===== src/rtl/cuf_regs.svh =====
`ifndef CUF_REGS_SVH
`define CUF_REGS_SVH

`define CUF_IDX_MIXED 6'h0C
`define CUF_IDX_RXHOLD 6'h0D
`define CUF_IDX_STATUS 6'h0E
`define CUF_IDX_CTRL 6'h10

`define CUF_PEC_HI 6
`define CUF_PEC_LO 4
`define CUF_FL_HI 2
`define CUF_FL_LO 0

`define CUF_CTRL_RUN 0
`define CUF_CTRL_TXMODE 1
`define CUF_CTRL_T1 2
`define CUF_CTRL_LCT 3
`define CUF_CTRL_MASK 4
`define CUF_CTRL_RST 8'h00
`define CUF_FCR_RST 8'h00

`define CUF_CLK_NS 10
`define CUF_CLR_NS 2000
`define CUF_CLR_CYC (`CUF_CLR_NS / `CUF_CLK_NS)
`define CUF_TBE_DLY 3
`define CUF_RETX_HALF 6'h1E
`define CUF_MANUAL_HALF 6'h1B
`define CUF_HALF_MAX 6'h3F

`endif


===== src/rtl/cuf_pkg.sv =====
package cuf_pkg;
    typedef enum logic [1:0] {
        CUF_TX_IDLE,
        CUF_TX_SEND,
        CUF_TX_RETRY,
        CUF_TX_MANUAL
    } cuf_tx_state_t;
    typedef logic [7:0] cuf_byte_t;
endpackage


===== src/rtl/cuf_core.sv =====
`timescale 1ns/10ps
`include "cuf_regs.svh"
module cuf_core (
    input wire logic clk,
    input wire logic rst,
    input wire logic [5:0] address,
    input wire logic read,
    input wire logic write,
    input wire logic [31:0] writedata,
    output logic [31:0] readdata,
    output logic waitrequest,
    input wire logic aux_irq_input,
    input wire logic rx_char_valid,
    input wire logic [7:0] rx_char_data,
    input wire logic rx_parity_bad,
    input wire logic tx_char_done,
    input wire logic tx_char_nak,
    input wire logic half_etu_tick,
    input wire logic framing_evt,
    input wire logic early_answer_evt,
    input wire logic [2:0] timeout_evt,
    output logic tx_start,
    output logic [7:0] tx_data,
    output logic irq_n
);
    logic ack_r;
    logic acc;
    logic [7:0] fcr_r;
    logic [7:0] ctrl_r;
    logic [2:0] aux_sync_r;
    logic aux_r;
    logic [7:0] fifo_mem_r [0:7];
    logic [3:0] fifo_cnt_r;
    logic [3:0] depth;
    logic fifo_full;
    logic fifo_push;
    logic fifo_pop;
    logic tbe_r;
    logic [`CUF_TBE_DLY-1:0] tbe_dly_r;
    logic txmode_q_r;
    logic run_q_r;
    logic [2:0] err_cnt_r;
    logic pe_r;
    logic ovr_r;
    logic fer_r;
    logic ea_r;
    logic [2:0] to_r;
    logic [6:0] clr_mask_r;
    logic [7:0] clr_cnt_r;
    logic clr_fire;
    logic rx_pe_evt;
    logic tx_pe_evt;
    logic tx_retry_evt;
    logic wr_tx;
    logic rd_rx;
    logic rd_st;
    cuf_pkg::cuf_tx_state_t tx_st_r;
    logic [5:0] half_r;
    logic nak_seen_r;
    logic lct_char_r;
    logic [7:0] uart_status_register;
    logic [7:0] mixed_status_register;

    // avalon slave: one wait state, effects on the accepting edge
    assign waitrequest = (read | write) & ~ack_r;
    assign acc = (read | write) & ack_r;
    assign wr_tx = acc & write & (address == `CUF_IDX_RXHOLD);
    assign rd_rx = acc & read & (address == `CUF_IDX_RXHOLD);
    assign rd_st = acc & read & (address == `CUF_IDX_STATUS);

    always_ff @(posedge clk) begin
        if (rst) begin
            ack_r <= 1'b0;
        end else begin
            ack_r <= (read | write) & ~ack_r;
        end
    end

    assign mixed_status_register = {1'b0, (fifo_cnt_r == 4'h0), 1'b0, ~|tbe_dly_r, 2'b00, aux_r, tbe_r};
    assign uart_status_register = {to_r[2], to_r[1], to_r[0], ea_r, pe_r, ovr_r, fer_r, tbe_r};

    always_ff @(posedge clk) begin
        if (rst) begin
            readdata <= 32'h0000_0000;
        end else if (read & ~ack_r) begin
            case (address)
                `CUF_IDX_MIXED: readdata <= {24'h000000, mixed_status_register};
                `CUF_IDX_RXHOLD: readdata <= {24'h000000, fifo_mem_r[0]};
                `CUF_IDX_STATUS: readdata <= {24'h000000, uart_status_register};
                `CUF_IDX_CTRL: readdata <= {24'h000000, ctrl_r};
                default: readdata <= 32'h0000_0000;
            endcase
        end
    end

    always_ff @(posedge clk) begin
        if (rst) begin
            fcr_r <= `CUF_FCR_RST;
            ctrl_r <= `CUF_CTRL_RST;
        end else if (acc & write) begin
            if (address == `CUF_IDX_MIXED) begin
                fcr_r <= {1'b0, writedata[`CUF_PEC_HI:`CUF_PEC_LO], 1'b0,
                          writedata[`CUF_FL_HI:`CUF_FL_LO]};
            end
            if (address == `CUF_IDX_CTRL) begin
                ctrl_r <= writedata[7:0];
            end
        end
    end

    // aux pin: three stages, accepted when the last two agree
    always_ff @(posedge clk) begin
        if (rst) begin
            aux_sync_r <= 3'b000;
            aux_r <= 1'b0;
        end else begin
            aux_sync_r <= {aux_sync_r[1:0], aux_irq_input};
            if (aux_sync_r[1] == aux_sync_r[2]) begin
                aux_r <= aux_sync_r[2];
            end
        end
    end

    // receive fifo, read port always at entry 0
    assign depth = {1'b0, fcr_r[`CUF_FL_HI:`CUF_FL_LO]} + 4'h1;
    assign fifo_full = (fifo_cnt_r >= depth);
    assign fifo_pop = rd_rx & (fifo_cnt_r != 4'h0);
    assign fifo_push = rx_char_valid & ~fifo_full &
                       ~(rx_parity_bad & ~ctrl_r[`CUF_CTRL_T1]);

    always_ff @(posedge clk) begin
        if (rst | ~ctrl_r[`CUF_CTRL_RUN]) begin
            fifo_cnt_r <= 4'h0;
        end else begin
            fifo_cnt_r <= fifo_cnt_r + {3'b000, fifo_push} - {3'b000, fifo_pop};
        end
    end

    always_ff @(posedge clk) begin
        for (int i = 0; i < 8; i++) begin
            if (rst) begin
                fifo_mem_r[i] <= 8'h00;
            end else if (fifo_push & (4'(i) == fifo_cnt_r - {3'b000, fifo_pop})) begin
                fifo_mem_r[i] <= rx_char_data;
            end else if (fifo_pop) begin
                fifo_mem_r[i] <= (i < 7) ? fifo_mem_r[(i < 7) ? i + 1 : i] : 8'h00;
            end
        end
    end

    // shared tx-empty/rx-full flag
    always_ff @(posedge clk) begin
        if (rst) begin
            tbe_dly_r <= '0;
            txmode_q_r <= 1'b0;
            run_q_r <= 1'b0;
        end else begin
            tbe_dly_r <= {tbe_dly_r[`CUF_TBE_DLY-2:0], wr_tx | fifo_pop};
            txmode_q_r <= ctrl_r[`CUF_CTRL_TXMODE];
            run_q_r <= ctrl_r[`CUF_CTRL_RUN];
        end
    end

    always_ff @(posedge clk) begin
        if (rst) begin
            tbe_r <= 1'b0;
        end else if ((ctrl_r[`CUF_CTRL_TXMODE] & ~txmode_q_r) |
                     (tx_char_done & ~lct_char_r) |
                     (fifo_push & (fifo_cnt_r + 4'h1 == depth))) begin
            tbe_r <= 1'b1;
        end else if ((~ctrl_r[`CUF_CTRL_RUN] & run_q_r) |
                     (~ctrl_r[`CUF_CTRL_TXMODE] & txmode_q_r) |
                     tbe_dly_r[`CUF_TBE_DLY-1]) begin
            tbe_r <= 1'b0;
        end
    end

    // parity error counting, shared by reception and transmission
    assign rx_pe_evt = rx_char_valid & rx_parity_bad &
                       (ctrl_r[`CUF_CTRL_T1] |
                        (err_cnt_r == fcr_r[`CUF_PEC_HI:`CUF_PEC_LO]));
    assign tx_pe_evt = tx_char_nak & ~ctrl_r[`CUF_CTRL_T1] &
                       (err_cnt_r == fcr_r[`CUF_PEC_HI:`CUF_PEC_LO]);
    assign tx_retry_evt = tx_char_nak & ~ctrl_r[`CUF_CTRL_T1] & ~tx_pe_evt;

    always_ff @(posedge clk) begin
        if (rst | ~ctrl_r[`CUF_CTRL_RUN]) begin
            err_cnt_r <= 3'b000;
        end else if (rx_pe_evt | tx_pe_evt | wr_tx) begin
            err_cnt_r <= 3'b000;
        end else if (rx_char_valid & ~ctrl_r[`CUF_CTRL_T1]) begin
            err_cnt_r <= rx_parity_bad ? err_cnt_r + 3'b001 : 3'b000;
        end else if (tx_retry_evt) begin
            err_cnt_r <= err_cnt_r + 3'b001;
        end
    end

    // read-to-clear: flags seen at a status read drop 2 us later
    assign clr_fire = (clr_cnt_r == 8'h01);

    always_ff @(posedge clk) begin
        if (rst) begin
            clr_cnt_r <= 8'h00;
            clr_mask_r <= 7'h00;
        end else if (rd_st) begin
            clr_cnt_r <= 8'(`CUF_CLR_CYC);
            clr_mask_r <= uart_status_register[7:1];
        end else if (clr_cnt_r != 8'h00) begin
            clr_cnt_r <= clr_cnt_r - 8'h01;
        end
    end

    // events set, timed clear drops only flags snapshotted; set wins
    always_ff @(posedge clk) begin
        if (rst) begin
            pe_r <= 1'b0;
            ovr_r <= 1'b0;
            fer_r <= 1'b0;
            ea_r <= 1'b0;
            to_r <= 3'b000;
        end else begin
            pe_r <= (rx_pe_evt | tx_pe_evt) |
                    (pe_r & ~(clr_fire & clr_mask_r[2]));
            ovr_r <= (rx_char_valid & fifo_full) | (ovr_r & ~(clr_fire & clr_mask_r[1]));
            fer_r <= framing_evt | (fer_r & ~(clr_fire & clr_mask_r[0]));
            ea_r <= early_answer_evt | (ea_r & ~(clr_fire & clr_mask_r[3]));
            to_r <= timeout_evt | (to_r & ~({3{clr_fire}} & clr_mask_r[6:4]));
        end
    end

    assign irq_n = ~((|uart_status_register[7:1]) | (tbe_r & ~ctrl_r[`CUF_CTRL_MASK]));

    // transmit sequencing with half-etu timing from character start
    always_ff @(posedge clk) begin
        if (rst | tx_start) begin
            half_r <= 6'h00;
        end else if (half_etu_tick & (half_r != `CUF_HALF_MAX)) begin
            half_r <= half_r + 6'h01;
        end
    end

    always_ff @(posedge clk) begin
        if (rst | ~ctrl_r[`CUF_CTRL_RUN]) begin
            tx_st_r <= cuf_pkg::CUF_TX_IDLE;
            tx_start <= 1'b0;
            tx_data <= 8'h00;
            nak_seen_r <= 1'b0;
            lct_char_r <= 1'b0;
        end else begin
            tx_start <= 1'b0;
            case (tx_st_r)
                cuf_pkg::CUF_TX_IDLE: begin
                    if (wr_tx) begin
                        tx_data <= writedata[7:0];
                        lct_char_r <= ctrl_r[`CUF_CTRL_LCT];
                        tx_st_r <= cuf_pkg::CUF_TX_MANUAL;
                    end
                end
                cuf_pkg::CUF_TX_MANUAL: begin
                    if (~nak_seen_r | (half_r >= `CUF_MANUAL_HALF)) begin
                        tx_start <= 1'b1;
                        nak_seen_r <= 1'b0;
                        tx_st_r <= cuf_pkg::CUF_TX_SEND;
                    end
                end
                cuf_pkg::CUF_TX_SEND: begin
                    if (tx_retry_evt) begin
                        tx_st_r <= cuf_pkg::CUF_TX_RETRY;
                    end else if (tx_char_nak) begin
                        nak_seen_r <= 1'b1;
                        tx_st_r <= cuf_pkg::CUF_TX_IDLE;
                    end else if (tx_char_done) begin
                        tx_st_r <= cuf_pkg::CUF_TX_IDLE;
                    end
                end
                cuf_pkg::CUF_TX_RETRY: begin
                    if (half_r >= `CUF_RETX_HALF) begin
                        tx_start <= 1'b1;
                        tx_st_r <= cuf_pkg::CUF_TX_SEND;
                    end
                end
                default: tx_st_r <= cuf_pkg::CUF_TX_IDLE;
            endcase
        end
    end
endmodule


===== config.mk =====
export PLATFORM = sky130hd
export DESIGN_NAME = cuf_core
export DESIGN_NICKNAME = d
export VERILOG_FILES = /design/src/rtl/cuf_pkg.sv /design/src/rtl/cuf_core.sv
export VERILOG_INCLUDE_DIRS = /design/src /design/src/rtl
export SDC_FILE = /design/constraint.sdc
export NUM_CORES = 1
export LEC_CHECK = 0
export ABC_AREA = 1
export BUFFER_PORTS_ARGS = -buffer_cell sky130_fd_sc_hd__buf_4
export CAP_MARGIN = 10
export CORE_ASPECT_RATIO = 1.1
export CORE_MARGIN = 2
export CORE_UTILIZATION = 33
export CTS_CLUSTER_SIZE = 25
export DETAILED_ROUTE_END_ITERATION = 16
export GPL_TIMING_DRIVEN = 0
export MAX_ROUTING_LAYER = met4
export PLACE_DENSITY_LB_ADDON = 0.1
export SLEW_MARGIN = 30
export SYNTH_ARGS = -nofsm -noshare
export SYNTH_HDL_FRONTEND = slang
export SYNTH_SLANG_ARGS = --single-unit

===== constraint.sdc =====
create_clock -name clk -period 6.25 [get_ports clk]
set_clock_uncertainty 0.2 [all_clocks]
set_input_delay 0.3125 -clock clk [delete_from_list [all_inputs] [get_ports clk]]
set_output_delay 0.3125 -clock clk [all_outputs]
set_load 0.01 [all_outputs]

# After elaboration in Yosys (flattened, before gate mapping)

Memories as Yosys holds them, arrays and structs flattened.
Cells that the tools add are included.

Memories kept: 1
Memory bits (writable): 64
Word-level logic and storage cells: 266
Bits of input ports: 61
Register bits: 105
Output and inout bits: 43

Equal/unequal tests: 25
Order comparisons: 3
Bitwise gates (word level): 95
Add/sub/neg operators: 8
Reduce and logical (&&, ||, !) cells: 19
Mux-type cells: 89

Memory list:

| name       | words | width | read ports | clocked after memory_dff | wr ports | line           | text |
|---|---|---|---|---|---|---|---|
| fifo_mem_r | 8     | 8     | 8          | 0                        | 8        | cuf_core.sv:32 | `logic [7:0] fifo_mem_r [0:7];` |

Operator list:

| cell                | count |
|---|---|
| $mux 8              | 18 |
| $mux 1              | 58 |
| $and 1x1->1         | 42 |
| $or 1x1->1          | 33 |
| $pmux 8 s4          | 1 |
| $eq 6x4->1 const B  | 3 |
| $eq 3x4->1 const A  | 4 |
| $not 1->1           | 16 |
| $ge 6x5->1 const B  | 2 |
| $mux 2              | 6 |
| $ne 2x2->1 const B  | 5 |
| $mux 3              | 3 |
| $eq 2x4->1 const A  | 2 |
| $eq 8x1->1 const B  | 1 |
| $logic_not 4->1     | 2 |
| $pmux 2 s4          | 1 |
| $reduce_and 4->1    | 2 |
| $reduce_bool 2->1   | 4 |
| $reduce_bool 8->1   | 1 |
| $sub 4x1->4         | 2 |
| $sub 8x1->8 const B | 1 |
| $reduce_or 7->1     | 1 |
| $add 6x1->6 const B | 1 |
| $and 3x3->3         | 2 |
| 23 further kinds    | 28 |

# Longest topological paths before layout

Depth after elaboration: 13
Depth in mapped cells: 18
Gate-level depth less buffers: 18

# Worst setup path after synthesis

Ideal clock, no wire load.

Path type: register to register
Start point: reg fifo_cnt_r[1]
End point: mem fifo_mem_r[7][0], in the netlist fifo_mem_r[1][24], enable pin
Required time: 5.666 ns
Slack: 3.185 ns
Arrival time: 2.481 ns
Period minus slack after synthesis: 3.065 ns
Library setup time: 0.384 ns
Buffers on the path: 0
Cell stages (with the launch flop): 11
Path through: dfxtp_1 inv_1 ha_1 nand2_1 nand3_4 inv_1 ha_1 ha_1 nor2_1 nand2_2 o21ai_0

RTL lines:

| what                     | line            | text |
|---|---|---|
| start: declaration       | cuf_core.sv:33  | `logic [3:0] fifo_cnt_r;` |
| start signal: assignment | cuf_core.sv:135 | `fifo_cnt_r <= fifo_cnt_r + {3'b000, fifo_push} - {3'b000, fifo_pop};` |
| end: declaration         | cuf_core.sv:32  |  |

==> results_dict.tcl <==
set metrics [dict create \
    drt-total-wl_um 19000 \
    setup_viol 0 \
    hold_buffers 17 \
    io_buffers 55 \
    die_area_um2 23800 \
    groute.usage.overall_pct 17.1 \
    die_h_um 162 \
    synth_edf_count 64 \
    postSynthCellCount 898 \
    die_w_um 147 \
    ctsResizeCount 0 \
    cts.sink_count 145 \
    cpPeakStageDelay_ns 0.60 \
    clk_latency_ns 0.42 \
    ys_types 41 \
    grt_pass1_vias 5885 \
    cts_buffer_depth 2 \
    critPathKind "register to register" \
    core_area_um2 22100 \
    slew_violations 0 \
    outcome "complete, no violations" \
    power_density_nw_per_um2 256 \
    tightest_slew_ns 0.738 \
    min_from "rx_char_valid" \
    yosys_warnings 0 \
    tns_ns 0 \
    cp_num_buf_inv 2 \
    dr.max_layer_used "met4" \
    synth-main-ff-cell "dfxtp_1" \
    dr_wl_met2_um 9300 \
    cp-end-kind "register" \
    critical_path_peak_fanout 8 \
    cts-htree-levels 4 \
    fin_crit_sh_pct 55.2 \
    drt-initial-drc-count 328 \
    ir_worst_vdd_v 0.000170 \
    startpoint_type "register" \
    relSlewSlack_pct 50.5 \
    overflow 0 \
    rsz0062_at_grt "no" \
    first_pass_iters 5 \
    cts_tree "built" \
    crit_path_start "fifo_cnt_r[1]$_SDFF_PP0_" \
    maxCapViolations 0 \
    postCtsSetupRepairBufs 0 \
    yosysTopAreaCell "edfxtp_1" \
    antenna_found_initial 0 \
    root_buffer "clkbuf_16" \
    syn_avg_cell_area_um2 8.30 \
    critical_path_required_ns 6.10 \
    drt-met1-wl_um 8890 \
    placement_rows 57 \
    postRouteAntennaNets 0 \
    viasPerCell 4.60 \
    seq_area_frac_synth_pct 47.6 \
    diodes 0 \
    hold_viol_final 0 \
    wl_per_cell_um 14.4 \
    vias 6072 \
    drive_above_1_share_pct 16.8 \
    min_path_type "input pin to register" \
    initial_utilization_pct 33.7 \
    detailed_place_hpwl_um 14300 \
    crit_chain "inv_1, ha_1, nand2_1, nand3_4, inv_1, ha_1, ha_1, nor2_1, nand2_2, o21ai_1" \
    p_total_mw 2.33 \
    timing.final.crit_period_ns 3.45 \
    cts_buffers 17 \
    r2r_start "fifo_cnt_r[1]$_SDFF_PP0_" \
    grt_start_max_net_pins 17 \
    async_flop_share_pct 0 \
    cp_slowest_cell "o21ai_1" \
    syn2layout_area_growth_pct 21.9 \
    critPathMostFrequentCell "ha_1" \
    nNetsFinal 1095 \
    synth.area.top_cells "edfxtp_1 26%, dfxtp_1 22%, nand3_1 9.7%, nand2_1 8.1%, inv_1 5.3%" \
    wl_met3_um 654 \
    grt_pass1_wl_um 31100 \
    yosys.area.top_type_share_pct 25.8 \
    cpLargestDelayFamily "simple AND/OR/NAND/NOR gates" \
    drcViolationCount 0 \
    p_leak_nw 3.99 \
    ys_ff_latch 145 \
    fmax_ghz 0.290 \
    finalWeightedCongestion 0.801 \
    cts.clk_slew.worst_paths_ns 0.06 \
    synth_area_um2 7450 \
    io_pins 104 \
    critPathArrivalTime_ns 3.30 \
]
[state kept, by name, indices dropped and copies added (netlist names), 2 cells and up]
name        flops
readdata        8
fifo_cnt_r      4
to_r            3
fifo_mem_r     64
err_cnt_r       3
fcr_r           6
tx_st_r         2
clr_cnt_r       8
clr_mask_r      7
aux_sync_r      3
half_r          6
ctrl_r          8
tbe_dly_r       3
tx_data         8
[cells in the mapped netlist (5+ instances only)]
master / number
nand2_1: 160
inv_1: 106
edfxtp_1: 64
nand3_2: 6
clkbuf_1: 8
inv_2: 5
dfxtp_1: 81
nor2_4: 6
ha_1: 21
nand4_1: 16
nor2_1: 77
xnor2_1: 9
buf_4: 25
o21ai_0: 41
nand3_1: 144
o22ai_1: 8
nor3_1: 6
nor2_2: 11
a21oi_1: 54
buf_2: 7
[final timing paths]
check                                          to  slack [ns]  cells after the start
hold / removal                   ovr_r$_SDFF_PP0_        0.04                      3
setup reg to reg  fifo_mem_r[1][26]$_SDFFCE_PP0P_        2.80                     10
hold reg to reg          aux_sync_r[1]$_SDFF_PP0_        0.21                      2
setup / recovery  fifo_mem_r[1][26]$_SDFFCE_PP0P_        2.80                     10
[worst register-to-register path, cell delays in order (launching register included)]
cell	delay, ns
dfxtp_1	0.48
inv_1	0.16
ha_1	0.20
nand2_1	0.19
nand3_4	0.17
inv_1	0.16
ha_1	0.21
ha_1	0.28
nor2_1	0.31
nand2_2	0.13
o21ai_1	0.60
[logic make-up after synthesis]
kind of cell    after synthesis  share of synthesized area [%]
compound gates              109                           7.76
fa+ha+maj                    22                           3.80
buf+inv                     158                           9.67
xor+xnor                     13                           1.53
flops                       145                           47.6
simple gates                450                           29.6
other cells                   1                         0.0503
[per-stage QoR]
stage	instance area (um2)	worst slack, ns	hold slack [ns]	util, %	std cells
3_5_place_dp	8320	2.76	0.209	37.6	1271
4_1_cts	9080	2.74	0.0414	41.1	1319
2_1_floorplan	7540	3.19	0.188	-	921
6_report	9080	2.80	0.0431	41.1	1319
5_1_grt	9080	2.45	0.0330	41.1	1319
3_3_place_gp	8320	2.43	0.200	37.6	1271
[power by group]
group,total [mW],switching (mW),internal (mW)
sequential,1.05,0.0255,1.03
clock,1.02,0.417,0.601
combinational,0.255,0.158,0.0962
total,2.33,0.601,1.73
[final cells by class]
cell class	instances	area, um2
fill	2345	13000
sequential	145	3540
multi-input combinational	618	3270
timing repair buffer	72	583
clock buffer	22	528
inverter	112	423
tap	295	369
buffer	46	298
clock inverter	9	65.1
[cells in the final DEF (no fill, tap or decap), types with 3 or more instances in the layout]
cell           instances
nand2_1              160
conb_1                24
a31oi_1                3
edfxtp_1              64
inv_2                  5
clkbuf_16             20
nand2_2                4
buf_2                  7
nand2_4                4
dlygate4sd3_1         17
nand4_1               16
xor2_1                 4
xnor2_1                9
inv_1                106
clkbuf_1               8
buf_4                 80
nor2_1                77
nand3_1              144
buf_1                  3
dfxtp_1               81
o22ai_1                8
inv_4                  3
nor2_4                 6
a21oi_1               54
o21ai_0               40
buf_6                  3
nor3_1                 6
nor2_2                11
nand3_2                6
ha_1                  21
[routing by layer]
| metal | up-vias | GRT usage [%] |
|---|---|---|
| li1 | 3184 | - |
| met3 | 9 | 3.70 |
| met5 | - | - |
| met4 | 0 | 3.80 |
| met2 | 107 | 28.2 |
| met1 | 2772 | 21.7 |
(Power assumes the default switching activity.)
